**config.mk**
```make
export PLATFORM = sky130hd
export DESIGN_NAME = pscs_top
export DESIGN_NICKNAME = d
export VERILOG_FILES = /design/src/rtl/pscs_pkg.sv /design/src/rtl/pscs_top.sv
export SDC_FILE = /design/constraint.sdc
export NUM_CORES = 1
export LEC_CHECK = 0
export BUFFER_PORTS_ARGS = -buffer_cell sky130_fd_sc_hd__clkbuf_2
export CAP_MARGIN = 20
export CORE_ASPECT_RATIO = 1.5
export CORE_MARGIN = 4
export CORE_UTILIZATION = 38
export CTS_CLUSTER_DIAMETER = 60
export DETAILED_ROUTE_END_ITERATION = 8
export HOLD_SLACK_MARGIN = 0.05
export PLACE_DENSITY_LB_ADDON = 0.25
export REMOVE_ABC_BUFFERS = 1
export SLEW_MARGIN = 20
export SYNTH_ARGS = -nofsm -noshare
export SYNTH_HDL_FRONTEND = slang
export SYNTH_SLANG_ARGS = --single-unit
```
**constraint.sdc**
```tcl
create_clock -name clock -period 3.74 [get_ports clock]
set_clock_uncertainty 0.15 [all_clocks]
set_input_delay 0.935 -clock clock [delete_from_list [all_inputs] [get_ports clock]]
set_output_delay 0.935 -clock clock [all_outputs]
set_load 0.05 [all_outputs]
```
**src/rtl/pscs_pkg.sv**
```systemverilog
package pscs_pkg;

	// ======================================================================
	// Timing
	// ======================================================================
	localparam int CLK_MHZ = 100;
	localparam int REF_MHZ = 5;
	localparam int REF_DIV = CLK_MHZ / REF_MHZ;
	localparam int REF_PERIOD_NS = 1000 / REF_MHZ;
	localparam int SLOW_KHZ = 300;
	localparam int MON_WIN_REF = 50;
	localparam int MON_MIN_EDGES =
		MON_WIN_REF * REF_PERIOD_NS * SLOW_KHZ / 1000000;
	localparam int LOCK_NS = 1000;
	localparam int LOCK_CYC = LOCK_NS * CLK_MHZ / 1000;
	localparam int SYS_MAX_MHZ = 40;
	localparam int SYS_MIN_CYC = (CLK_MHZ + SYS_MAX_MHZ - 1) / SYS_MAX_MHZ;

	// ======================================================================
	// Register offsets
	// ======================================================================
	localparam logic [7:0] ADDR_OSC = 8'h00;
	localparam logic [7:0] ADDR_SYN = 8'h01;
	localparam logic [7:0] ADDR_FBDIV = 8'h02;
	localparam logic [7:0] ADDR_SYS = 8'h03;
	localparam logic [7:0] ADDR_PMC = 8'h04;
	localparam logic [7:0] ADDR_TEN = 8'h05;
	localparam logic [7:0] ADDR_TST = 8'h06;

	// ======================================================================
	// Field positions
	// ======================================================================
	localparam int OSC_SEL_LSB = 0;
	localparam int OSC_RST_BIT = 2;
	localparam int OSC_SLOW_BIT = 3;
	localparam int SYN_LOCK_BIT = 0;
	localparam int SYN_RESTART_STABILITY_DETECT_BIT = 1;
	localparam int SYN_BYP_BIT = 2;
	localparam int SYN_VCO_BIT = 3;
	localparam int SYN_FREE_BIT = 4;
	localparam int SYN_K_LSB = 5;
	localparam int SYS_SRC_LSB = 0;
	localparam int SYS_FAC_LSB = 2;
	localparam int PMC_SD_BIT = 0;
	localparam int PMC_DIV_LSB = 1;
	localparam int TRP_MON_BIT = 0;
	localparam int TRP_LOCK_BIT = 1;

	// ======================================================================
	// Reset values
	// ======================================================================
	localparam logic [1:0] RST_INSEL = 2'h0;
	localparam logic [7:0] RST_FBDIV = 8'h10;
	localparam logic [2:0] RST_OUTPUT_DIVIDER_VALUE = 3'h2;
	localparam logic RST_BYP = 1'b0;
	localparam logic RST_VCO = 1'b0;
	localparam logic [1:0] RST_FAC = 2'h0;
	localparam logic [2:0] RST_SDDIV = 3'h0;
	localparam logic [1:0] INSEL_XTAL = 2'h1;

	// ======================================================================
	// Types
	// ======================================================================
	typedef enum logic [1:0] {
		PSCS_SRC_LP = 2'h0,
		PSCS_SRC_PLL = 2'h1,
		PSCS_SRC_OSC = 2'h2
	} pscs_src_t;

	typedef enum logic {ST_BOOT, ST_RUN} pscs_start_t;

	typedef struct packed {
		logic [1:0] pll_input_select;
		logic [7:0] feedback_divider;
		logic vco_range_select;
		logic [2:0] output_divider_value;
		logic vco_bypass_select;
		logic freerun;
	} pscs_pll_cfg_t;

	typedef struct packed {
		logic sys;
		logic nvm_access;
		logic cpu;
		logic periph_a;
		logic periph_b;
		logic nvm_bus;
	} pscs_clk_en_t;

endpackage

```
**src/rtl/pscs_top.sv**
```systemverilog
// Contract
// - Reference oscillator runs at nominal 5 MHz.
// - Internal oscillator selectable as PLL input always.
// - Too slow crystal sets too-slow flag.
// - Monitor trap only in two source cases.
// - Unused or bypassed PLL: lock loss clears stable.
// - Used PLL lock loss sets trap flag.
// - No lock trap before first stable.
// - Monitor event (bypass, crystal input) or lock event (no bypass) forces freerun until bypass.
// - System clock from exactly one of three.
// - Derived clocks equal CPU, at most 40 MHz.
// - Wake: peripheral b early, a after lock.
// - Factor field sets NVM to CPU ratio.
// - Slowdown divider only when enabled, divides NVM.
// - Boot on low precision clock, then PLL.
// - No lock at startup keeps low precision.
// - Watchdog and soft reset keep configuration.
// - Monitor flags crystal below 300 kHz only.
// - Monitor restart, status valid after reference cycles.
//
// Local design decisions: the register offsets and the address-and-strobe port.
`timescale 1ns/1ns
module pscs_top
	import pscs_pkg::*;
(
	input wire logic clock,
	input wire logic nrst,
	input wire logic [7:0] reg_addr,
	input wire logic [7:0] reg_wdata,
	input wire logic reg_wr,
	input wire logic reg_rd,
	output logic [7:0] reg_rdata,
	input wire logic osc_in,
	input wire logic pll_tick,
	input wire logic lp_tick,
	input wire logic pll_match,
	input wire logic power_down,
	output pscs_pll_cfg_t pll_cfg,
	output pscs_clk_en_t clk_en,
	output logic sysclk_source_q,
	output logic mon_trap_req,
	output logic lock_trap_req
);

	// ======================================================================
	// Register decode
	// ======================================================================
	wire wr_osc = reg_wr && (reg_addr == ADDR_OSC);
	wire wr_syn = reg_wr && (reg_addr == ADDR_SYN);
	wire wr_fbd = reg_wr && (reg_addr == ADDR_FBDIV);
	wire wr_sys = reg_wr && (reg_addr == ADDR_SYS);
	wire wr_pmc = reg_wr && (reg_addr == ADDR_PMC);
	wire wr_ten = reg_wr && (reg_addr == ADDR_TEN);
	wire wr_tst = reg_wr && (reg_addr == ADDR_TST);
	wire mon_restart = wr_osc && reg_wdata[OSC_RST_BIT];
	wire restart_stability_detect = wr_syn && reg_wdata[SYN_RESTART_STABILITY_DETECT_BIT];
	wire byp_wr1 = wr_syn && reg_wdata[SYN_BYP_BIT];

	// Configuration is cleared only by nrst; watchdog and soft resets are
	// not wired here so the clock setup survives them.
	logic [1:0] insel_q;
	logic [7:0] fbdiv_q;
	logic [2:0] output_divider_value_q;
	logic byp_q, vco_q, sd_en_q, mon_en_q, lock_en_q;
	logic [1:0] fac_q, src_q;
	logic [2:0] sd_div_q;
	logic too_slow_q, stable_q, ever_locked_q, freerun_q;
	logic mon_flag_q, lock_flag_q;
	pscs_start_t st_q;

	always_ff @(posedge clock or negedge nrst) begin
		if (!nrst) begin
			insel_q <= RST_INSEL;
			fbdiv_q <= RST_FBDIV;
			output_divider_value_q <= RST_OUTPUT_DIVIDER_VALUE;
			byp_q <= RST_BYP;
			vco_q <= RST_VCO;
			fac_q <= RST_FAC;
			sd_div_q <= RST_SDDIV;
			sd_en_q <= 1'b0;
			mon_en_q <= 1'b0;
			lock_en_q <= 1'b0;
		end else begin
			// Any input select is legal in every mode, the internal one too.
			if (wr_osc) insel_q <= reg_wdata[OSC_SEL_LSB +: 2];
			if (wr_syn) begin
				byp_q <= reg_wdata[SYN_BYP_BIT];
				vco_q <= reg_wdata[SYN_VCO_BIT];
				output_divider_value_q <= reg_wdata[SYN_K_LSB +: 3];
			end
			if (wr_fbd) fbdiv_q <= reg_wdata;
			if (wr_sys) fac_q <= reg_wdata[SYS_FAC_LSB +: 2];
			if (wr_pmc) begin
				sd_en_q <= reg_wdata[PMC_SD_BIT];
				sd_div_q <= reg_wdata[PMC_DIV_LSB +: 3];
			end
			if (wr_ten) begin
				mon_en_q <= reg_wdata[TRP_MON_BIT];
				lock_en_q <= reg_wdata[TRP_LOCK_BIT];
			end
		end
	end

	// ======================================================================
	// Reference oscillator and crystal monitor
	// ======================================================================
	logic [4:0] ref_cnt_q;
	logic [5:0] win_cnt_q;
	logic [7:0] edge_cnt_q;
	logic osc_q;
	wire ref_tick = (ref_cnt_q == 5'(REF_DIV - 1));
	wire win_end = ref_tick && (win_cnt_q == 6'(MON_WIN_REF - 1));
	wire osc_rise = osc_in && !osc_q;
	wire slow_now = edge_cnt_q < 8'(MON_MIN_EDGES);
	wire slow_rise = win_end && slow_now && !too_slow_q && !mon_restart;

	always_ff @(posedge clock or negedge nrst) begin
		if (!nrst) begin
			ref_cnt_q <= 5'h00;
			win_cnt_q <= 6'h00;
			edge_cnt_q <= 8'h00;
			osc_q <= 1'b0;
			too_slow_q <= 1'b0;
		end else begin
			osc_q <= osc_in;
			ref_cnt_q <= ref_tick ? 5'h00 : ref_cnt_q + 5'h01;
			// A restart throws away the running window, so the flag is only
			// judged again after a full window of reference cycles.
			if (mon_restart) begin
				win_cnt_q <= 6'h00;
				edge_cnt_q <= 8'h00;
				too_slow_q <= 1'b0;
			end else if (win_end) begin
				win_cnt_q <= 6'h00;
				edge_cnt_q <= 8'h00;
				too_slow_q <= slow_now;
			end else begin
				if (ref_tick) win_cnt_q <= win_cnt_q + 6'h01;
				if (osc_rise && edge_cnt_q != 8'hff)
					edge_cnt_q <= edge_cnt_q + 8'h01;
			end
		end
	end

	// ======================================================================
	// Lock detector, traps and freerun
	// ======================================================================
	logic [7:0] lock_cnt_q;
	wire pll_used = (src_q == PSCS_SRC_PLL) && !byp_q;
	wire lock_loss = stable_q && !pll_match && !restart_stability_detect;
	wire lock_hit = !stable_q && (lock_cnt_q == 8'(LOCK_CYC - 1));
	wire mon_case = (byp_q && insel_q == INSEL_XTAL &&
		src_q == PSCS_SRC_PLL) || (src_q == PSCS_SRC_OSC);
	wire mon_set = slow_rise && mon_case;
	// A lock trap needs a lock seen before, so power-on is quiet.
	wire lock_set = lock_loss && pll_used && ever_locked_q;
	wire fr_set = (slow_rise && byp_q && insel_q == INSEL_XTAL) ||
		(lock_loss && !byp_q);

	always_ff @(posedge clock or negedge nrst) begin
		if (!nrst) begin
			lock_cnt_q <= 8'h00;
			stable_q <= 1'b0;
			ever_locked_q <= 1'b0;
			freerun_q <= 1'b0;
			mon_flag_q <= 1'b0;
			lock_flag_q <= 1'b0;
		end else begin
			if (restart_stability_detect || lock_loss) begin
				stable_q <= 1'b0;
				lock_cnt_q <= 8'h00;
			end else if (!stable_q) begin
				lock_cnt_q <= pll_match ? lock_cnt_q + 8'h01 : 8'h00;
				if (lock_hit && pll_match) begin
					stable_q <= 1'b1;
					ever_locked_q <= 1'b1;
				end
			end
			// Freerun holds until bypass is written again; set wins.
			if (fr_set) freerun_q <= 1'b1;
			else if (byp_wr1) freerun_q <= 1'b0;
			// Write one clears a flag; a same-cycle event still sets it.
			if (mon_set) mon_flag_q <= 1'b1;
			else if (wr_tst && reg_wdata[TRP_MON_BIT]) mon_flag_q <= 1'b0;
			if (lock_set) lock_flag_q <= 1'b1;
			else if (wr_tst && reg_wdata[TRP_LOCK_BIT]) lock_flag_q <= 1'b0;
		end
	end

	assign mon_trap_req = mon_flag_q && mon_en_q;
	assign lock_trap_req = lock_flag_q && lock_en_q;

	// ======================================================================
	// Startup source control
	// ======================================================================
	always_ff @(posedge clock or negedge nrst) begin
		if (!nrst) begin
			st_q <= ST_BOOT;
			src_q <= PSCS_SRC_LP;
		end else begin
			unique case (st_q)
				// Without a lock the low precision clock stays on.
				ST_BOOT: begin
					if (stable_q) begin
						st_q <= ST_RUN;
						src_q <= PSCS_SRC_PLL;
					end
				end
				ST_RUN: begin
					if (wr_sys) src_q <= reg_wdata[SYS_SRC_LSB +: 2];
				end
			endcase
		end
	end
	assign sysclk_source_q = (src_q == PSCS_SRC_PLL);

	// ======================================================================
	// Clock derivation
	// ======================================================================
	logic [1:0] gap_q;
	logic [2:0] sd_cnt_q;
	logic [1:0] fac_cnt_q;
	logic pa_hold_q;
	// Codes other than the three sources fall back to the slow clock.
	wire src_edge = (src_q == PSCS_SRC_PLL) ? pll_tick :
		(src_q == PSCS_SRC_OSC) ? osc_rise : lp_tick;
	// Edges closer than the 40 MHz period are dropped, not queued.
	wire sys_tick = src_edge && (gap_q >= 2'(SYS_MIN_CYC - 1));
	wire [2:0] sd_lim = sd_en_q ? sd_div_q : 3'h0;
	wire nvm_tick = sys_tick && (sd_cnt_q >= sd_lim);
	wire cpu_tick = nvm_tick && (fac_cnt_q >= fac_q);

	always_ff @(posedge clock or negedge nrst) begin
		if (!nrst) begin
			gap_q <= 2'(SYS_MIN_CYC - 1);
			sd_cnt_q <= 3'h0;
			fac_cnt_q <= 2'h0;
			pa_hold_q <= 1'b0;
		end else begin
			if (sys_tick) gap_q <= 2'h0;
			else if (gap_q != 2'(SYS_MIN_CYC - 1)) gap_q <= gap_q + 2'h1;
			if (sys_tick)
				sd_cnt_q <= (sd_cnt_q >= sd_lim) ? 3'h0 : sd_cnt_q + 3'h1;
			if (nvm_tick)
				fac_cnt_q <= (fac_cnt_q >= fac_q) ? 2'h0 : fac_cnt_q + 2'h1;
			if (power_down) pa_hold_q <= 1'b1;
			else if (stable_q) pa_hold_q <= 1'b0;
		end
	end

	assign clk_en.sys = sys_tick;
	assign clk_en.nvm_access = nvm_tick;
	assign clk_en.cpu = cpu_tick;
	assign clk_en.periph_b = cpu_tick && !power_down;
	assign clk_en.nvm_bus = cpu_tick && !power_down;
	assign clk_en.periph_a = cpu_tick && !power_down && !pa_hold_q;

	assign pll_cfg.pll_input_select = insel_q;
	assign pll_cfg.feedback_divider = fbdiv_q;
	assign pll_cfg.vco_range_select = vco_q;
	assign pll_cfg.output_divider_value = output_divider_value_q;
	assign pll_cfg.vco_bypass_select = byp_q;
	assign pll_cfg.freerun = freerun_q;

	// ======================================================================
	// Read path
	// ======================================================================
	logic [7:0] rd_mux;
	always_comb begin
		unique case (reg_addr)
			ADDR_OSC: rd_mux = {4'h0, too_slow_q, 1'b0, insel_q};
			ADDR_SYN: rd_mux = {output_divider_value_q, freerun_q, vco_q, byp_q, 1'b0,
				stable_q};
			ADDR_FBDIV: rd_mux = fbdiv_q;
			ADDR_SYS: rd_mux = {4'h0, fac_q, src_q};
			ADDR_PMC: rd_mux = {4'h0, sd_div_q, sd_en_q};
			ADDR_TEN: rd_mux = {6'h00, lock_en_q, mon_en_q};
			ADDR_TST: rd_mux = {6'h00, lock_flag_q, mon_flag_q};
			default: rd_mux = 8'h00;
		endcase
	end

	always_ff @(posedge clock or negedge nrst) begin
		if (!nrst) reg_rdata <= 8'h00;
		else reg_rdata <= reg_rd ? rd_mux : 8'h00;
	end
endmodule

```
======== Yosys cells after proc, flatten, opt, wreduce, memory -nomap -nowiden ========
Cells that the tools add are included.
storage, ports and cells
  logic and storage cells ................. 157
  input bits .............................. 25
  bits in registers ....................... 76
cells by class
  multiplexer cells ....................... 37
  bitwise operators ....................... 3
  reductions and logical operators ........ 61
  order comparisons ....................... 4
  eq/ne operators ......................... 17
  add/subtract/negate cells ............... 7
operators with widths
  cell                   number
  $mux W8                7
  $pmux W8 S7            1
  $logic_and A1 B1 Y1    38
  $eq A8 B3 Y1 const B   3
  $mux W6                3
  $mux W1                17
  $add A8 B1 Y8 const B  2
  $eq A8 B2 Y1 const B   2
  $reduce_bool A2 Y1     6
  $mux W2                5
  $logic_not A1 Y1       9
  $eq A8 B1 Y1 const B   1
  $eq A8 B7 Y1 const B   1
  $logic_not A8 Y1       1
  $lt A8 B2 Y1 const B   1
  $ne A8 B8 Y1 const B   1
  $add A6 B1 Y6 const B  1
  $eq A6 B6 Y1 const B   1
  $mux W3                2
  $ne A2 B2 Y1 const B   3
  $reduce_bool A3 Y1     2
  $add A5 B1 Y5 const B  1
  $eq A5 B5 Y1 const B   1
  $mux W5                1
  other kinds (13)       19

======== Depth between registers and ports, before layout ========
Gate-level depths: netlist of run 1.
  word-level depth ........................ 9
  mapped depth ............................ 8
  gate-level depth less buffers ........... 8

======== Least setup slack after synthesis of run 1 ========
Ideal clock, no wire load.
  kind .................................... input to output
  from .................................... input osc_in
  to ...................................... output clk_en[2] (netlist bit)
  setup slack ............................. -267 ps
  buffers on the path ..................... 0
  stages .................................. 5
  arrival ................................. 2,922 ps
  data required time ...................... 2,655 ps
  cells stage by stage .................... nor2b_1 -> a211o_1 -> o2111ai_1 -> or2_2 -> nor3_1
RTL lines
  element          RTL line        source
  start, declared  pscs_top.sv:33  input wire logic osc_in,
  end, declared    pscs_top.sv:39  output pscs_clk_en_t clk_en,

==> results.json, run 1 <==
{
  "die-area_mm2": 0.0118,
  "grt_busiest_layer": "met2",
  "min_period_ns": 3.56,
  "drive_above_1_share": 0.261,
  "hold_path_class": "flop to flop",
  "wirelength_um": 8310,
  "fillers": 931,
  "final_common_cell": "dfrtp_1",
  "cp_top_family": "simple AND/OR/NAND/NOR gates",
  "viasPerCell": 5.35,
  "htree_levels": 3,
  "seq_area_mm2": 0.00191,
  "clock_latency_ns": 0.33,
  "route.detailed.drc": 0,
  "antenna_found_initial": 0,
  "use_met3": 0.0304,
  "cts_tree": "yes",
  "pin_count": 58,
  "start_util": 0.392,
  "synthToLayoutAreaGrowth_pct": 16.9,
  "maxCapViolations": 0,
  "mostFrequentLayoutCells": "dfrtp_1 (73), clkbuf_2 (54), nor2_1 (46)",
  "holdWs_ns": 0.315,
  "grt_overflow": 0,
  "crit_top_cell": "clkbuf_2",
  "grt_use_total": 0.149,
  "gr-usage-met2": 0.268,
  "cts_made_buffers": 9,
  "max-vdd-ir-drop_v": 0.000221,
  "grt_pass1_vias": 2895,
  "comb_power_share": 0.203,
  "gp_congestion": 0.810,
  "cts-root-buf": "clkbuf_16",
  "tightest_slew_ns": 0.962,
  "grt_max_degree": 77,
  "use_met1": 0.173,
  "synth-edff-count": 0,
  "ys_ff_latch": 76,
  "period_share": 0.952,
  "async_flop_share": 1.00,
  "postCtsHoldBufs": 0,
  "swShare": 0.310,
  "portBuffers": 57,
  "r2r_setup_slack_ns": 1.60,
  "worst_path_largest_cell_delay_ns": 0.36,
  "end_kind": "output pin",
  "cts_num_sinks": 76,
  "cp_slowest_cell": "or2_2",
  "grt_pass1_wl_um": 14100,
  "fmax_mhz": 281,
  "ys_types": 56,
  "multi_input_area_mm2": 0.00176,
  "cp-start-kind": "input pin",
  "ant_nets": 0,
  "leakage_nw": 2.07,
  "clk_path_buf_depth": 2,
  "p_clk_frac": 0.352,
  "dieWidth_um": 89.9,
  "initialDrtViolationCount": 132,
  "critPathMaxFanout": 5,
  "finalHoldViolCount": 0,
  "p_seq_frac": 0.444,
  "hpwlAfterDp_um": 6100,
  "rsz0062_at_grt": "false",
  "dp_cells": 521,
  "relSlewSlack": 0.359,
  "yosysWarnings": 0,
  "fin_cells": 536,
  "synthCells": 363,
  "synth.cell_area_mm2": 0.00382,
  "switchingPower_uw": 689,
  "coreArea_mm2": 0.00974,
  "fp-row-count": 44,
  "die_y_um": 131,
  "synthesis.area_per_instance_um2": 10.5,
  "synth-main-ff-cell": "dfrtp_1",
  "p_int_mw": 1.53,
  "outcome": "finished clean",
  "wl_per_cell_um": 15.5,
  "critical_path_class": "input pin to output pin",
  "finalSetupViolations": 0,
  "n_antenna_cell": 0,
  "crit_required_ns": 2.65,
  "critPathBufInv": 2,
  "final_nets": 454,
  "tns_ns": 0,
  "slew_viol_final": 0,
  "seq_area_frac_synth": 0.499,
  "dr.pass1.iters": 5,
  "path_cells": "clkbuf_2, nor2b_1, a211o_1, o2111ai_1, or2_2, nor2_1, clkbuf_2",
  "cp.arrival_ns": 2.48,
  "power.density_mw_per_mm2": 498,
  "cts.clk_slew.worst_paths_ns": 0.05,
  "dr_total_vias": 2870
}
## cells by family (layout without fill, tap and decap cells)
logic type      after synthesis  count (layout)  synth area share
xor+xnor                     15              15            0.0344
flops                        76              76             0.499
simple gates                136             136             0.189
mux                          32              32            0.0946
buf+inv                      34              92            0.0426
compound gates               58              58             0.102
fa+ha+maj                    12              12            0.0393
## through the flow
| stage | setup slack [ns] | util | power [mW] | instance area [um^2] |
|---|---|---|---|---|
| final | 0.179 | 0.458 | 2.22 | 4470 |
| after global routing | 0.00519 | 0.458 | 2.35 | 4470 |
| after CTS | 0.102 | 0.458 | 2.26 | 4460 |
| after detailed placement | 0.103 | 0.430 | 1.46 | 4190 |
| after global placement | 0.150 | 0.430 | 1.45 | 4190 |
| after floorplan | -0.472 | - | 1.31 | 3730 |
## synthesized netlist by cell type (4+ instances only)
cell type,count,area [um^2]
dfrtp_1,73,1830
nor2_1,46,173
nand2_1,25,93.8
mux2_2,23,259
inv_1,18,67.6
o21ai_0,14,70.1
a21oi_1,12,60.1
ha_1,12,150
nand3_1,11,55.1
buf_4,9,67.6
nand4_1,9,56.3
mux2i_1,8,80.1
nor2b_1,8,50.1
xnor2_1,8,70.1
xor2_1,7,61.3
a22oi_1,6,45.0
clkbuf_1,5,18.8
nor3_1,5,25.0
and4_1,4,35.0
o31ai_1,4,30.0
## state kept, by name, summed over array words and instances, names as in the netlist, 2 cells and up
signal	cells
win_cnt_q	6
edge_cnt_q	8
ref_cnt_q	5
output_divider_value_q	3
sd_div_q	3
gap_q	2
sd_cnt_q	3
lock_cnt_q	8
reg_rdata	8
insel_q	2
fac_q	2
fac_cnt_q	2
src_q	2
fbdiv_q	8
## layer usage
layer / vias up / share of wire / wire length (um)
met5: - / 0 / 0
met3: 11 / 0.041 / 337
met4: 0 / 0.020 / 167
li1: 1394 / - / -
met1: 1406 / 0.41 / 3420
met2: 59 / 0.53 / 4380
## cell type report
cell class / count / share of cell area
clock buffer: 13 / 0.0583
clock inverter: 2 / 0.00224
inverter: 18 / 0.0151
multi-input combinational: 253 / 0.394
sequential: 76 / 0.427
tap: 115 / 0.0322
timing repair buffer: 59 / 0.0711
## timing repair
action,CTS,global route
resized for setup,1,2
buffers inserted,0,0
endpoints found under the setup margin,1,1
## final timing paths
path	start	end	depth (start not counted)
setup reg to reg	edge_cnt_q[0]	freerun_q	5
min in group asynchronous	nrst	lock_cnt_q[7]	1
max in group asynchronous	nrst	fbdiv_q[3]	1
setup / recovery	osc_in	clk_en[1]	7
hold / removal	ref_cnt_q[0]	ref_cnt_q[0]	1
hold reg to reg	ref_cnt_q[0]	ref_cnt_q[0]	1
## worst reg2reg max path: stages, from the launching register on
cell and delay, ns:
dfrtp_1 0.41, ha_1 0.30, or4_1 0.51, nor4_1 0.23, nand4_1 0.19, o31ai_1 0.25
## power groups by stage
stage / registers (mW) / logic [mW] / clock network [mW]
after floorplan: 1.01 / 0.305 / 0
after global placement: 1.00 / 0.447 / 0
after detailed placement: 1.00 / 0.460 / 0
after CTS: 0.990 / 0.459 / 0.809
after global routing: 1.00 / 0.508 / 0.835
final: 0.988 / 0.452 / 0.784
Note: power is estimated with default switching activity, not from simulation.
==> inputs of run 2 (changes only) <==
--- a/config.mk
+++ b/config.mk
@@ -5,6 +5,7 @@
 export SDC_FILE = /design/constraint.sdc
 export NUM_CORES = 1
 export LEC_CHECK = 0
+export ABC_AREA = 1
 export BUFFER_PORTS_ARGS = -buffer_cell sky130_fd_sc_hd__clkbuf_2
 export CAP_MARGIN = 20
 export CORE_ASPECT_RATIO = 1.5
==> run 2 against run 1 <==
Final area increased by 7.0%. Critical endpoint is now clk_en[2]. Synthesized cell count up 43%. Largest power group unchanged. Fmax up 11%. Flip-flop and latch count unchanged.
==> results.json, run 2 <==
{
  "crit_top_cell": "nand3_1",
  "yosysWarnings": 0,
  "synthToLayoutAreaGrowth_pct": 16.1,
  "gp_congestion": 0.840,
  "die-area_mm2": 0.0126,
  "grt_overflow": 0,
  "relSlewSlack": 0.348,
  "hold_start": "ever_locked_q",
  "critPathBufInv": 2,
  "cp_slowest_cell": "dfrtp_1",
  "async_flop_share": 1.00,
  "pin_count": 58,
  "dieWidth_um": 93.0,
  "grt_pass1_wl_um": 16100,
  "finalSetupViolations": 0,
  "synth_area_leaders": "dfrtp_1 (44%), nand2_1 (12%), nand3_1 (6.0%)",
  "power.density_mw_per_mm2": 456,
  "clock_latency_ns": 0.33,
  "finalHoldViolCount": 0,
  "cp-start-kind": "flop",
  "ys_ff_latch": 76,
  "htree_levels": 3,
  "cts_tree": "yes",
  "yosysTopAreaCell": "dfrtp_1",
  "antenna_found_initial": 0,
  "r2r_setup_slack_ns": 2.00,
  "critical_path_class": "flop to output pin",
  "initialDrtViolationCount": 118,
  "rsz0062_at_grt": "false",
  "final_common_cell": "nand2_1",
  "slew_viol_final": 0,
  "cts-root-buf": "clkbuf_16",
  "critPathMaxFanout": 5,
  "synth-edff-count": 0,
  "grt_use_total": 0.160,
  "drive_above_1_share": 0.202,
  "cts.clk_slew.worst_paths_ns": 0.06,
  "cts_made_buffers": 9,
  "maxCapViolations": 0,
  "n_antenna_cell": 0,
  "ant_nets": 0,
  "postCtsHoldBufs": 0,
  "coreArea_mm2": 0.0106,
  "final_nets": 611,
  "dr_total_vias": 3488,
  "cts_num_sinks": 76,
  "wirelength_um": 9430,
  "mostFrequentLayoutCells": "nand2_1 (128), dfrtp_1 (73), inv_1 (63)",
  "rr_worst_depth": 8,
  "reg2reg_to": "win_cnt_q[1]",
  "leakage_nw": 2.51,
  "path_cells": "nand2_1, ha_1, nand3b_1, nand3_1, inv_1, nor2_2, nand3_1, nor2_1, clkbuf_2",
  "synth_top_area_frac": 0.443,
  "synthCells": 518,
  "synth.most_common_cell": "nand2_1",
  "viasPerCell": 4.82,
  "hpwlAfterDp_um": 7240,
  "wl_per_cell_um": 13.0,
  "grt_max_degree": 77,
  "start_util": 0.389,
  "seq_area_frac_synth": 0.463,
  "worstHoldEndpoint": "ever_locked_q",
  "synth-main-ff-cell": "dfrtp_1",
  "cts-resized-gates": 0,
  "die_y_um": 136,
  "r2r_start": "ref_cnt_q[0]",
  "outcome": "finished clean",
  "netlist_top_cells_count": "nand2_1 (128), dfrtp_1 (73), inv_1 (63), nor2_1 (59), nand3_1 (49)",
  "min_period_ns": 3.20,
  "grt_pass1_vias": 3559,
  "cp.arrival_ns": 2.11,
  "tightest_slew_ns": 0.978,
  "cts_setup_buffers": 0,
  "finalPower_mw": 2.18,
  "worst_path_largest_cell_delay_ns": 0.40,
  "hold_path_class": "flop to flop",
  "dr.pass1.iters": 4,
  "max-vdd-ir-drop_v": 0.000260,
  "clk_path_buf_depth": 2,
  "end_kind": "output pin",
  "cp_top_family": "simple AND/OR/NAND/NOR gates",
  "period_share": 0.854,
  "portBuffers": 57,
  "synthesis.area_per_instance_um2": 7.95,
  "route.detailed.drc": 0,
  "synth.cell_area_mm2": 0.00412,
  "fmax_mhz": 313,
  "fp-row-count": 46,
  "tns_ns": 0,
  "crit_path_start": "sd_en_q",
  "ys_types": 34,
  "holdPathStages": 2,
  "crit_required_ns": 2.65
}
[run 2: report_power, final]
group	leakage (nW)	switching, mW	internal [mW]	total, mW
clock	0.138	0.342	0.466	0.807
sequential	0.988	0.0657	0.896	0.962
combinational	1.39	0.284	0.128	0.412
[run 2: kinds of logic after synthesis]
logic type | synth area share
AND/OR/NAND/NOR | 0.320
buffers and inverters | 0.0854
adder cells (fa/ha/maj) | 0.0365
AO/OA/AOI/OAI | 0.0741
XOR/XNOR | 0.0213
flip-flops | 0.463
[run 2: metal layers]
layer | track usage | up-vias | share of wire | wire length [um]
met3 | 0.0384 | 14 | 0.035 | 331
li1 | - | 1763 | - | -
met4 | 0.0652 | 0 | 0.024 | 227
met1 | 0.178 | 1646 | 0.42 | 3920
met5 | 0 | - | 0 | 0
met2 | 0.291 | 65 | 0.52 | 4940
[run 2: final cells by class]
cell class / instances / area, um^2
Fill cell: 1078 / 5810
Clock inverter: 6 / 40.0
Multi-Input combinational cell: 359 / 1860
Sequential cell: 76 / 1910
Tap cell: 144 / 180
Inverter: 71 / 267
Timing Repair Buffer: 57 / 288
Clock buffer: 10 / 239
[run 2: stage by stage]
stage / cell area (um^2) / utilization / instances / setup WS [ns] / hold WS [ns]
after CTS: 4780 / 0.451 / 723 / 0.521 / 0.304
after floorplan: 4030 / - / 506 / 0.0632 / 0.272
after global routing: 4780 / 0.451 / 723 / 0.364 / 0.349
after global placement: 4500 / 0.425 / 707 / 0.599 / 0.286
after detailed placement: 4500 / 0.425 / 707 / 0.566 / 0.288
final: 4780 / 0.451 / 723 / 0.544 / 0.308
[run 2: worst max-delay path by stage]
stage	endpoint	cells after the start	slack [ns]
after global routing	clk_en[2]	9	0.36
final	clk_en[2]	9	0.54
after CTS	clk_en[2]	9	0.52
after global placement	clk_en[2]	8	0.60
after floorplan	clk_en[2]	6	0.06
after detailed placement	clk_en[2]	8	0.57
[run 2: worst reg2reg max path, stage by stage, from the launching register on]
cell and delay (ns):
dfrtp_1 0.39, ha_1 0.25, nand3_1 0.20, inv_2 0.12, nand2_2 0.14, nand2_2 0.14, nor2_1 0.16, nand2_1 0.07
nand2_1 0.06
==> inputs of run 3 (changes only) <==
==> constraint.sdc (replaced) <==
create_clock -name clock -period 3.74 [get_ports clock]
set_clock_uncertainty 0.15 [all_clocks]
set_input_delay 0.935 -clock clock [delete_from_list [all_inputs] [get_ports clock]]
set_output_delay 0.935 -clock clock [all_outputs]
set_load 0.005 [all_outputs]
==> run 3 against run 2 <==
Final cell count unchanged. Utilization grew 0.22 points. Critical path type unchanged. Setup slack improved by 0.15 ns. Die area unchanged. Largest cell class unchanged. Power fell by 0.68%. First-iteration DRC count is 8.5% higher. Highest routed layer unchanged.
==> results.json, run 3 (same netlist as run 2, synthesis figures left out) <==
{
  "max-vdd-ir-drop_v": 0.000261,
  "fillers": 1089,
  "route.detailed.drc": 0,
  "hold_path_class": "flop to flop",
  "r2r_start": "ref_cnt_q[0]",
  "worstHoldEndpoint": "ever_locked_q",
  "die_y_um": 136,
  "cp.arrival_ns": 1.96,
  "rsz0062_at_grt": "false",
  "grt_overflow": 0,
  "outcome": "finished clean",
  "mostFrequentLayoutCells": "nand2_1 (128), dfrtp_1 (73), inv_1 (63)",
  "tns_ns": 0,
  "final_common_cell": "nand2_1",
  "period_share": 0.814,
  "wl_per_cell_um": 12.9,
  "finalSetupViolations": 0,
  "cp_slowest_cell": "dfstp_2",
  "cp_top_family": "simple AND/OR/NAND/NOR gates",
  "gp_congestion": 0.828,
  "clk_path_buf_depth": 2,
  "final_nets": 611,
  "die-area_mm2": 0.0126,
  "path_cells": "ha_1, or2_2, nand4_4, nor2_2, nand3_1, nor2_1, clkbuf_2",
  "leakage_nw": 2.52,
  "rr_worst_depth": 8,
  "dr_total_vias": 3473,
  "r2r_setup_slack_ns": 1.99,
  "coreArea_mm2": 0.0106,
  "maxCapViolations": 0,
  "critical_path_class": "flop to output pin",
  "clock_latency_ns": 0.34,
  "p_int_mw": 1.56,
  "cts_tree": "yes",
  "critPathBufInv": 1,
  "cts-root-buf": "clkbuf_16",
  "grt_max_degree": 77,
  "ant_nets": 0,
  "grt_pass1_wl_um": 16200,
  "end_kind": "output pin",
  "holdPathStages": 2,
  "cp-start-kind": "flop",
  "fp-row-count": 46,
  "antenna_found_initial": 0,
  "p_seq_frac": 0.444,
  "switchingPower_uw": 610,
  "hpwlAfterDp_um": 7160,
  "viasPerCell": 4.80,
  "p_clk_frac": 0.406,
  "swShare": 0.282,
  "pin_count": 58,
  "comb_power_share": 0.150,
  "n_antenna_cell": 0,
  "worst_path_largest_cell_delay_ns": 0.54,
  "reg2reg_to": "win_cnt_q[1]",
  "cts_setup_buffers": 0,
  "portBuffers": 57,
  "drive_above_1_share": 0.202,
  "power.density_mw_per_mm2": 451,
  "dieWidth_um": 93.0,
  "synthToLayoutAreaGrowth_pct": 16.6,
  "dr.pass1.iters": 4,
  "slew_viol_final": 0,
  "crit_required_ns": 2.65,
  "fmax_mhz": 329,
  "hold_start": "ever_locked_q",
  "start_util": 0.389,
  "holdWs_ns": 0.298,
  "htree_levels": 3,
  "min_period_ns": 3.04,
  "initialDrtViolationCount": 128,
  "cts_made_buffers": 9,
  "grt_use_total": 0.163,
  "postCtsHoldBufs": 0,
  "finalHoldViolCount": 0,
  "tightest_slew_ns": 0.958,
  "cts.clk_slew.worst_paths_ns": 0.06,
  "grt_pass1_vias": 3535,
  "critPathMaxFanout": 9,
  "cts-resized-gates": 0,
  "cts_num_sinks": 76,
  "wirelength_um": 9340,
  "relSlewSlack": 0.361
}
==> run 3: cell types whose count changed in the layout (fill, tap and decap cells not counted) <==
cell	change
bufinv_16	+1
clkinv_2	-1
clkinv_4	-1
clkinvlp_4	+1
==> run 3: power by group through the flow <==
stage                     sequential [mW]  combinational, mW  clock, mW
after global placement              0.973              0.320          0
after global routing                0.972              0.386      0.938
final                               0.962              0.325      0.879
after floorplan                     0.959              0.224          0
after CTS                           0.962              0.331      0.899
after detailed placement            0.977              0.331          0
==> run 3: how the worst max path moves through the flow <==
stage	startpoint	end	cells after the start
after floorplan	osc_in	clk_en[2]	6
after CTS	gap_q[1]	clk_en[2]	7
final	gap_q[1]	clk_en[2]	7
after global placement	osc_in	clk_en[2]	8
after global routing	gap_q[1]	clk_en[2]	7
after detailed placement	osc_in	clk_en[2]	8
==> run 3: worst reg2reg max path: cells and delay by family, from the launching register on <==
kind | cells | cell delay (ns)
DFF | 1 | 0.40
and+or+nand+nor | 6 | 0.78
buffers and inverters | 1 | 0.12
adders and majority gates | 1 | 0.24
==> run 3: stage by stage <==
stage | power, mW | utilization | setup WS, ns | instances | instance area (um^2)
final | 2.17 | 0.454 | 0.697 | 723 | 4800
after global routing | 2.30 | 0.454 | 0.544 | 723 | 4800
after CTS | 2.19 | 0.454 | 0.677 | 723 | 4800
after detailed placement | 1.31 | 0.425 | 0.708 | 707 | 4500
after global placement | 1.29 | 0.425 | 0.767 | 707 | 4500
after floorplan | 1.18 | - | 1.04 | 506 | 4030
==> run 3: metal layers <==
metal | global-route usage | share of wire
met1 | 0.185 | 0.41
met2 | 0.293 | 0.53
met4 | 0.0701 | 0.020
met3 | 0.0311 | 0.042
met5 | 0 | 0
==> run 3: area by class of cell <==
cell class	instances	area, um^2	area share
Timing Repair Buffer	57	288	0.0599
Clock buffer	10	239	0.0497
Sequential cell	76	1910	0.397
Multi-Input combinational cell	359	1860	0.388
Clock inverter	6	63.8	0.0133
Tap cell	144	180	0.0375
Inverter	71	267	0.0555
